### src/common/hmd_pkg.sv
// Constants, offsets and carrier types for the host mailbox decode block
package hmd_pkg;
	// Fixed host address of channels 1 and 2, bits 15 to 4
	localparam logic [11:0] FIXED_HI      = 12'h006;
	// Slave register offsets
	localparam logic [4:0]  OFF_CH_STRIDE = 5'h04;
	localparam logic [4:0]  OFF_CH_LAST   = 5'h0b;
	localparam logic [1:0]  SUB_IN_BYTE   = 2'h0;
	localparam logic [1:0]  SUB_OUT_BYTE  = 2'h1;
	localparam logic [1:0]  SUB_STATUS    = 2'h2;
	localparam logic [4:0]  OFF_BASE_HIGH = 5'h0c;
	localparam logic [4:0]  OFF_BASE_LOW  = 5'h0d;
	localparam logic [4:0]  OFF_CTRL      = 5'h0e;
	localparam logic [4:0]  OFF_SHARED    = 5'h10;
	// Field positions
	localparam int          OBF_BIT       = 0;
	localparam int          IBF_BIT       = 1;
	localparam int          SEL_BIT       = 2;
	localparam int          CD_BIT        = 3;
	localparam int          HOST_OWN_BIT  = 4;
	localparam int          SLAVE_OWN_BIT = 6;
	localparam int          SHR_EN_BIT    = 0;
	localparam int          CH3_EN_BIT    = 0;
	// Reset values
	localparam logic [7:0]  BASE_RST      = 8'h00;
	localparam logic [7:0]  STATUS_RST    = 8'h00;
	// Host read answer when nothing matches
	localparam logic [7:0]  IDLE_RDATA    = 8'hff;

	typedef struct packed {
		logic        wr;
		logic [15:0] addr;
		logic [7:0]  data;
	} hmd_host_req_t;

	typedef struct packed {
		logic [3:0] ext;
		logic       cd;
		logic       user;
		logic       input_full_flag;
		logic       output_full_flag;
	} hmd_status_t;
endpackage

### src/verilog/hmd_sync.sv
// Two-flop synchroniser for a bundle of inputs from outside the clock domain
`timescale 1ns/1ns
module hmd_sync #(
	parameter int W = 1
) (
	input  wire logic         ref_clk_in,
	input  wire logic         sys_rst_in,
	input  wire logic [W-1:0] async_in,
	output logic      [W-1:0] sync_out
);
	logic [W-1:0] meta_q;

	always_ff @(posedge ref_clk_in) begin
		if (sys_rst_in) begin
			meta_q   <= '0;
			sync_out <= '0;
		end else begin
			meta_q   <= async_in;
			sync_out <= meta_q;
		end
	end
endmodule

### src/verilog/hmd_mailbox.sv
// Host mailbox decode: three byte channels, channel-3 window and sixteen shared registers
// How it works
// - Channel 3 matches host address against base
// - Channel 3: base bit0 as zero, bit2 ignored
// - Shared window: base bit4 inverted, bits3-0 ignored
// - Channel 3 read: bit2 picks output or status
// - Shared enable bit gates host access to shared registers
// - Base registers reset zero, readable and writable
// - Host input write latches address bit2 flag
// - Matching host write stores input byte
// - Channels 1,2 fixed address; bit1 picks
// - Host read bit2 zero returns output byte
// - Host read bit2 one returns status
// - Status flags read-only; slave clears some
// - All status registers reset to zero
// - Sixteen shared bytes, both sides read/write
// - Slot 0 has host and slave copies
// - Each slot-0 copy written by one side
// - Slot-0 write arbitration recorded in flags
// - Command/data flag held in status bit3
// - Input full set by host, cleared by read
// - Output full set by slave write, cleared
//
// The strobed register port and the address map are this design's own decisions.
`timescale 1ns/1ns
module hmd_mailbox (
	input  wire logic                  ref_clk_in,
	input  wire logic                  sys_rst_in,
	// Link side; inputs asynchronous to ref_clk_in, outputs registered on ref_clk_in
	input  wire logic                  lpc_clk_in,
	input  wire logic                  host_req_in,
	input  wire hmd_pkg::hmd_host_req_t host_cyc_in,
	output logic [7:0]                 host_rdata_out,
	output logic                       host_rvalid_out,
	// Slave register port
	input  wire logic [4:0]            reg_addr_in,
	input  wire logic [7:0]            reg_wdata_in,
	input  wire logic                  reg_wr_in,
	input  wire logic                  reg_rd_in,
	output logic [7:0]                 reg_rdata_out
);
	localparam int NCH = 3;

	// Link synchronisation and host strobe
	hmd_pkg::hmd_host_req_t host_cyc;
	logic                   lclk_s;
	logic                   req_s;
	logic                   lclk_prev_q;
	logic                   host_stb;

	hmd_sync #(
		.W ($bits(hmd_pkg::hmd_host_req_t) + 2)
	) u_sync (
		.ref_clk_in (ref_clk_in),
		.sys_rst_in (sys_rst_in),
		.async_in   ({lpc_clk_in, host_req_in, host_cyc_in}),
		.sync_out   ({lclk_s, req_s, host_cyc})
	);

	always_ff @(posedge ref_clk_in) begin
		if (sys_rst_in) begin
			lclk_prev_q <= 1'b0;
		end else begin
			lclk_prev_q <= lclk_s;
		end
	end

	// One host cycle per rising link clock edge with request high
	assign host_stb = lclk_s & ~lclk_prev_q & req_s;

	// Configuration registers
	logic [7:0] base_high_q;
	logic [7:0] base_low_q;
	logic       ch3_en_q;
	logic [15:0] base;

	assign base = {base_high_q, base_low_q};

	// Host address decode
	logic [15:0] ha;
	logic        h_fix;
	logic        h_c3;
	logic        h_tw;
	logic [1:0]  h_ch;
	logic [3:0]  h_slot;
	logic        h_ch_hit;

	assign ha     = host_cyc.addr;
	assign h_slot = ha[3:0];
	assign h_fix  = host_stb && ha[15:4] == hmd_pkg::FIXED_HI && !ha[3] && !ha[0];
	assign h_c3   = host_stb && ch3_en_q && !h_fix
		&& ha[15:3] == base[15:3] && ha[1] == base[1] && !ha[0];
	assign h_tw   = host_stb && ch3_en_q && base_low_q[hmd_pkg::SHR_EN_BIT] && !h_fix && !h_c3
		&& ha[15:5] == base[15:5] && ha[4] == ~base[4];
	assign h_ch     = h_fix ? {1'b0, ha[1]} : 2'd2;
	assign h_ch_hit = h_fix | h_c3;

	// Slave address decode
	logic [1:0] s_ch;
	logic [1:0] s_sub;
	logic       s_ch_hit;
	logic       s_tw;
	logic [3:0] s_slot;

	assign s_ch     = reg_addr_in[3:2];
	assign s_sub    = reg_addr_in[1:0];
	assign s_ch_hit = reg_addr_in <= hmd_pkg::OFF_CH_LAST;
	assign s_tw     = reg_addr_in >= hmd_pkg::OFF_SHARED;
	assign s_slot   = reg_addr_in[3:0];

	// Channel storage and flags
	logic [7:0]  in_byte_q  [NCH];
	logic [7:0]  out_byte_q [NCH];
	logic [NCH-1:0] cd_q;
	logic [NCH-1:0] ibf_q;
	logic [NCH-1:0] obf_q;
	logic        host_own_q;
	logic        slave_own_q;
	hmd_pkg::hmd_status_t status [NCH];

	always_comb begin
		for (int i = 0; i < NCH; i++) begin
			status[i].ext  = 4'h0;
			status[i].cd   = cd_q[i];
			status[i].user = 1'b0;
			status[i].input_full_flag  = ibf_q[i];
			status[i].output_full_flag  = obf_q[i];
		end
		status[NCH-1].ext = {1'b0, slave_own_q, 1'b0, host_own_q};
	end

	// Configuration writes
	always_ff @(posedge ref_clk_in) begin
		if (sys_rst_in) begin
			base_high_q <= hmd_pkg::BASE_RST;
			base_low_q  <= hmd_pkg::BASE_RST;
			ch3_en_q    <= 1'b0;
		end else if (reg_wr_in) begin
			if (reg_addr_in == hmd_pkg::OFF_BASE_HIGH) begin
				base_high_q <= reg_wdata_in;
			end
			if (reg_addr_in == hmd_pkg::OFF_BASE_LOW) begin
				base_low_q <= reg_wdata_in;
			end
			if (reg_addr_in == hmd_pkg::OFF_CTRL) begin
				ch3_en_q <= reg_wdata_in[hmd_pkg::CH3_EN_BIT];
			end
		end
	end

	// Input bytes, no reset
	always_ff @(posedge ref_clk_in) begin
		for (int i = 0; i < NCH; i++) begin
			if (h_ch_hit && host_cyc.wr && h_ch == 2'(i)) begin
				in_byte_q[i] <= host_cyc.data;
			end
		end
	end

	// Output bytes, no reset
	always_ff @(posedge ref_clk_in) begin
		for (int i = 0; i < NCH; i++) begin
			if (reg_wr_in && s_ch_hit && s_ch == 2'(i) && s_sub == hmd_pkg::SUB_OUT_BYTE) begin
				out_byte_q[i] <= reg_wdata_in;
			end
		end
	end

	// Per-channel flag events from both sides
	logic [NCH-1:0] h_wr_in;
	logic [NCH-1:0] h_rd_out;
	logic [NCH-1:0] s_rd_in;
	logic [NCH-1:0] s_wr_out;
	logic [NCH-1:0] s_clr_obf;

	always_comb begin
		for (int i = 0; i < NCH; i++) begin
			h_wr_in[i]   = h_ch_hit && host_cyc.wr && h_ch == 2'(i);
			h_rd_out[i]  = h_ch_hit && !host_cyc.wr && !ha[hmd_pkg::SEL_BIT] && h_ch == 2'(i);
			s_rd_in[i]   = reg_rd_in && s_ch_hit && s_ch == 2'(i) && s_sub == hmd_pkg::SUB_IN_BYTE;
			s_wr_out[i]  = reg_wr_in && s_ch_hit && s_ch == 2'(i) && s_sub == hmd_pkg::SUB_OUT_BYTE;
			s_clr_obf[i] = reg_wr_in && s_ch_hit && s_ch == 2'(i) && s_sub == hmd_pkg::SUB_STATUS
				&& !reg_wdata_in[hmd_pkg::OBF_BIT];
		end
	end

	// Status flags; a set in the same cycle as a clear wins
	always_ff @(posedge ref_clk_in) begin
		if (sys_rst_in) begin
			cd_q  <= '0;
			ibf_q <= '0;
			obf_q <= '0;
		end else begin
			for (int i = 0; i < NCH; i++) begin
				if (h_wr_in[i]) begin
					cd_q[i] <= ha[hmd_pkg::SEL_BIT];
				end
				ibf_q[i] <= h_wr_in[i] | (ibf_q[i] & ~s_rd_in[i]);
				obf_q[i] <= s_wr_out[i] | (obf_q[i] & ~(h_rd_out[i] | s_clr_obf[i]));
			end
		end
	end

	// Shared registers and slot-0 arbitration
	logic [7:0] shared_q [16];
	logic [7:0] slot0_slave_q;
	logic       h_tw_wr;
	logic       s_tw_wr;
	logic       host_ok;
	logic       slave_ok;
	logic       s_wr_str3;

	assign h_tw_wr   = h_tw && host_cyc.wr;
	assign s_tw_wr   = reg_wr_in && s_tw;
	assign host_ok   = h_tw_wr && h_slot == 4'h0 && !slave_own_q;
	assign slave_ok  = s_tw_wr && s_slot == 4'h0 && !host_own_q && !host_ok;
	assign s_wr_str3 = reg_wr_in && s_ch_hit && s_ch == 2'd2 && s_sub == hmd_pkg::SUB_STATUS;

	always_ff @(posedge ref_clk_in) begin
		if (sys_rst_in) begin
			host_own_q  <= 1'b0;
			slave_own_q <= 1'b0;
		end else begin
			host_own_q  <= host_ok
				| (host_own_q & ~(s_wr_str3 & ~reg_wdata_in[hmd_pkg::HOST_OWN_BIT]));
			slave_own_q <= slave_ok
				| (slave_own_q & ~(s_wr_str3 & ~reg_wdata_in[hmd_pkg::SLAVE_OWN_BIT]));
		end
	end

	// Shared data, no reset; host wins a same-cycle write to one slot
	always_ff @(posedge ref_clk_in) begin
		if (host_ok) begin
			shared_q[0] <= host_cyc.data;
		end
		if (slave_ok) begin
			slot0_slave_q <= reg_wdata_in;
		end
		for (int j = 1; j < 16; j++) begin
			if (h_tw_wr && h_slot == 4'(j)) begin
				shared_q[j] <= host_cyc.data;
			end else if (s_tw_wr && s_slot == 4'(j)) begin
				shared_q[j] <= reg_wdata_in;
			end
		end
	end

	// Host read answer
	always_ff @(posedge ref_clk_in) begin
		if (sys_rst_in) begin
			host_rdata_out  <= hmd_pkg::IDLE_RDATA;
			host_rvalid_out <= 1'b0;
		end else begin
			host_rvalid_out <= host_stb && !host_cyc.wr;
			if (host_stb && !host_cyc.wr) begin
				if (h_ch_hit) begin
					host_rdata_out <= ha[hmd_pkg::SEL_BIT] ? status[h_ch] : out_byte_q[h_ch];
				end else if (h_tw) begin
					host_rdata_out <= (h_slot == 4'h0) ? slot0_slave_q : shared_q[h_slot];
				end else begin
					host_rdata_out <= hmd_pkg::IDLE_RDATA;
				end
			end
		end
	end

	// Slave read answer, one cycle after the strobe
	logic [7:0] s_rdata;

	always_comb begin
		s_rdata = 8'h00;
		if (s_ch_hit) begin
			case (s_sub)
				hmd_pkg::SUB_IN_BYTE:  s_rdata = in_byte_q[s_ch];
				hmd_pkg::SUB_OUT_BYTE: s_rdata = out_byte_q[s_ch];
				hmd_pkg::SUB_STATUS:   s_rdata = status[s_ch];
				default:               s_rdata = 8'h00;
			endcase
		end else if (s_tw) begin
			s_rdata = shared_q[s_slot];
		end else if (reg_addr_in == hmd_pkg::OFF_BASE_HIGH) begin
			s_rdata = base_high_q;
		end else if (reg_addr_in == hmd_pkg::OFF_BASE_LOW) begin
			s_rdata = base_low_q;
		end else if (reg_addr_in == hmd_pkg::OFF_CTRL) begin
			s_rdata = {7'h00, ch3_en_q};
		end
	end

	always_ff @(posedge ref_clk_in) begin
		if (sys_rst_in) begin
			reg_rdata_out <= 8'h00;
		end else if (reg_rd_in) begin
			reg_rdata_out <= s_rdata;
		end
	end
endmodule

### config.mk
export PLATFORM = sky130hd
export DESIGN_NAME = hmd_mailbox
export DESIGN_NICKNAME = d
export VERILOG_FILES = /design/src/common/hmd_pkg.sv /design/src/verilog/hmd_sync.sv /design/src/verilog/hmd_mailbox.sv
export SDC_FILE = /design/constraint.sdc
export NUM_CORES = 1
export LEC_CHECK = 0
export ABC_AREA = 1
export BUFFER_PORTS_ARGS = -buffer_cell sky130_fd_sc_hd__buf_2
export CAP_MARGIN = 0
export CELL_PAD_IN_SITES_DETAIL_PLACEMENT = 1
export CELL_PAD_IN_SITES_GLOBAL_PLACEMENT = 1
export CORE_MARGIN = 2
export CORE_UTILIZATION = 47
export CTS_CLUSTER_DIAMETER = 50
export DETAILED_ROUTE_END_ITERATION = 7
export PLACE_DENSITY = 0.79
export SETUP_SLACK_MARGIN = 0.2
export SLEW_MARGIN = 15
export SYNTH_ARGS = -nofsm -noshare
export SYNTH_HDL_FRONTEND = slang
export SYNTH_SLANG_ARGS = --single-unit
export TNS_END_PERCENT = 10
### constraint.sdc
create_clock -name ref_clk_in -period 3.07 [get_ports ref_clk_in]
set_input_delay 0 -clock ref_clk_in [delete_from_list [all_inputs] [get_ports ref_clk_in]]
set_output_delay 0 -clock ref_clk_in [all_outputs]
set_load 0.02 [all_outputs]
==> metrics.yaml <==
final_layout:
  final_util_pct: 54.95
  nets: 1954
  most-common-layout-cells: "nand2_1, nand3_1, edfxtp_1, inv_1, nor2_1"
  final_common_cell: "nand2_1"
  drive_above_1_share_pct: 12.26
  nFillCells: 3736
  n_antenna_cell: 0
  area_growth_pct: 15.20
  multi_input_area_um2: 6163
  regArea_um2: 7528
detailed_routing:
  firstDrtPassIters: 7
  drc_errors: 0
  viasPerCell: 6.023
  wl_per_cell_um: 25.40
  routed_wl_um: 59170
  first_iter_violations: 1606
  vias: 14030
  ant_nets: 0
yosys:
  synth_largest_area_cell: "edfxtp_1"
  synthFlopType: "edfxtp_1"
  avgSynthCellArea_um2: 8.030
  post_synth_num_cell_types: 38
  async_flop_share_pct: 0
  synth_area_um2: 14590
  yosysWarnings: 0
  ys_top_cells_by_area: "edfxtp_1, nand2_1, dfxtp_1"
  synth_edf_count: 184
  synth_nets: 1861
  ys_seq_elements: 284
  yosysSeqAreaShare_pct: 51.59
  synth_cells: 1817
  synth_top_area_share_pct: 37.87
worst_setup_path:
  cp-start-kind: "flop"
  crit_arrival_ns: 3.34
  path_class: "flop to flop"
  crit_path_end_kind: "flop"
  critPathMaxFanout: 12
  worstPathRequired_ns: 3.54
power_and_ir_drop:
  leakagePower_nw: 7.225
  pwr_density_cell_nw_per_um2: 536.6
  ir_drop_mv: 0.3963
floorplanning:
  io_pins: 61
  die-height_um: 180.2
  core_area_um2: 30590
  dieArea_um2: 32470
  rows: 64
  start_util_pct: 47.70
  dieWidth_um: 180.2
cts:
  clkLatencyLatePin_ns: 0.52
  tritoncts.num_buffers: 35
  cts_num_sinks: 284
  clock_path_buffers: 3
  tritoncts: "built"
  htree_num_levels: 2
  clk_pin_slew_ns: 0.06
  root_buffer: "clkbuf_16"
timing:
  relSlewSlack_pct: 22.83
  rsz0062_at_grt: "true"
  hold_viol: 0
  finalCritPeriodShare_pct: 93.44
  finalClockSkew_ns: 0.01830
  setup_viol: 0
  max_slew.worst_pin.slew_ns: 1.145
  fmax_ghz: 0.3486
  final_max_slew_viol_count: 0
  period_minus_slack_ns: 2.869
  hold_slack_ns: 0.07850
  tns_ns: 0
global_route:
  grt_max_degree: 76
  antenna_found_initial: 1
  grt_pass1_wl_um: 87300
  overflow: 0
  grt_pass1_vias: 13940
  track_usage_pct: 35.75
place:
  io_buffer_count: 60
  hpwl_um: 39470
  place_congestion: 0.9509
hold_path:
  holdCritPathClass: "primary input to flop"
status:
  status: "complete, no violations"
flow_run:
  cap_violations: 0
[synthesized netlist by cell type (2+ instances only)]
cell type and count:
nand2_1 659, nand3_1 192, edfxtp_1 184, inv_1 131, nor2_1 123, dfxtp_1 100
a21oi_1 71, a22oi_1 71, o21ai_0 69, clkbuf_1 35, buf_2 29, nand2_4 28
nand4_1 23, nor2_2 18, buf_1 17, or2_2 8, nor3_1 7, inv_2 6
nor2_8 5, o211ai_1 5, buf_4 4, clkinv_1 4, o21bai_1 4, o22ai_1 4
nand2_2 3, xnor2_1 3, a31oi_1 2, o221ai_1 2
[metrics by stage]
step	std cells	power [mW]	area, um^2	setup WS [ns]
final	2329	9.019	16810	0.2015
after global routing	2329	9.218	16810	0.1160
after CTS	2329	9.002	16800	0.3389
after detailed placement	2240	5.008	15410	0.3775
after global placement	2240	4.989	15410	0.3725
after floorplan	1817	4.673	14590	0.9146
[worst max-delay path, stage by stage, from the launching register on]
cell and delay (ns):
dfxtp_1 0.86, inv_2 0.32, buf_4 0.28, nand2_1 0.09, nand2_1 0.06, nor2_1 0.11, nand2_1 0.06, nor2_1 0.13
nand3_1 0.18, nand2_1 0.30, nand3_1 0.13, nand2_1 0.13, nand2_1 0.08, nand2_1 0.06
[flip-flops by register name (all words and copies together) (netlist names)]
name             count
slave_own_q          1
base_low_q           8
base_high_q          8
host_rdata_out       8
obf_q                3
u_sync.sync_out     27
in_byte_q           24
lclk_prev_q          1
shared_q           128
slot0_slave_q        8
ch3_en_q             1
reg_rdata_out        8
u_sync.meta_q       27
host_own_q           1
ibf_q                3
cd_q                 3
out_byte_q          24
host_rvalid_out      1
[power by group]
part	internal, mW	leakage, nW	switching [mW]
logic	0.234	4.18	0.593
clock network	2.38	0.535	1.64
registers	4.12	2.51	0.0489
[path summary, 6_finish.rpt]
check / end / depth (start not counted) / from / slack [ns]
min: reg_rdata_out[6]$_SDFFE_PP0P_ / 3 / reg_addr_in[4] / 0.08
min reg2reg: u_sync.sync_out[6]$_SDFF_PP0_ / 2 / u_sync.meta_q[6]$_SDFF_PP0_ / 0.40
max reg2reg: host_rdata_out[5]$_SDFFE_PP1P_ / 13 / u_sync.sync_out[9]$_SDFF_PP0_ / 0.20
max: host_rdata_out[5]$_SDFFE_PP1P_ / 13 / u_sync.sync_out[9]$_SDFF_PP0_ / 0.20
[routing by layer]
metal	vias up	share of wire, %	global-route usage (%)
li1	6222	-	-
met1	6851	41	48.82
met2	776	45	56.43
met3	178	9.1	5.457
met4	0	5.1	16.10
met5	-	0	0
[cell families (layout without fill, tap and decap cells)]
kind of cell | after synthesis | count (layout) | share of synthesized area (%)
buffers and inverters | 227 | 343 | 6.243
AO/OA/AOI/OAI | 229 | 229 | 9.356
flip-flops | 284 | 284 | 51.59
XOR/XNOR | 4 | 4 | 0.2402
AND/OR/NAND/NOR | 1073 | 1073 | 32.57
[what timing repair did]
action                                  in CTS  in global routing
gates resized for setup                      0                  1
endpoints found under the setup margin       0                 71
buffers inserted                             0                  0
hold endpoints to repair                    36                  0
hold buffers                                29                  0
[area by class of cell]
type / instances / area share, %
multi-input combinational: 1306 / 36.67
timing repair buffer: 142 / 5.881
clock buffer: 48 / 5.747
tap: 396 / 2.948
clock inverter: 12 / 0.8114
inverter: 141 / 3.149
sequential: 284 / 44.79
Note: power is estimated with default switching activity, not from simulation.
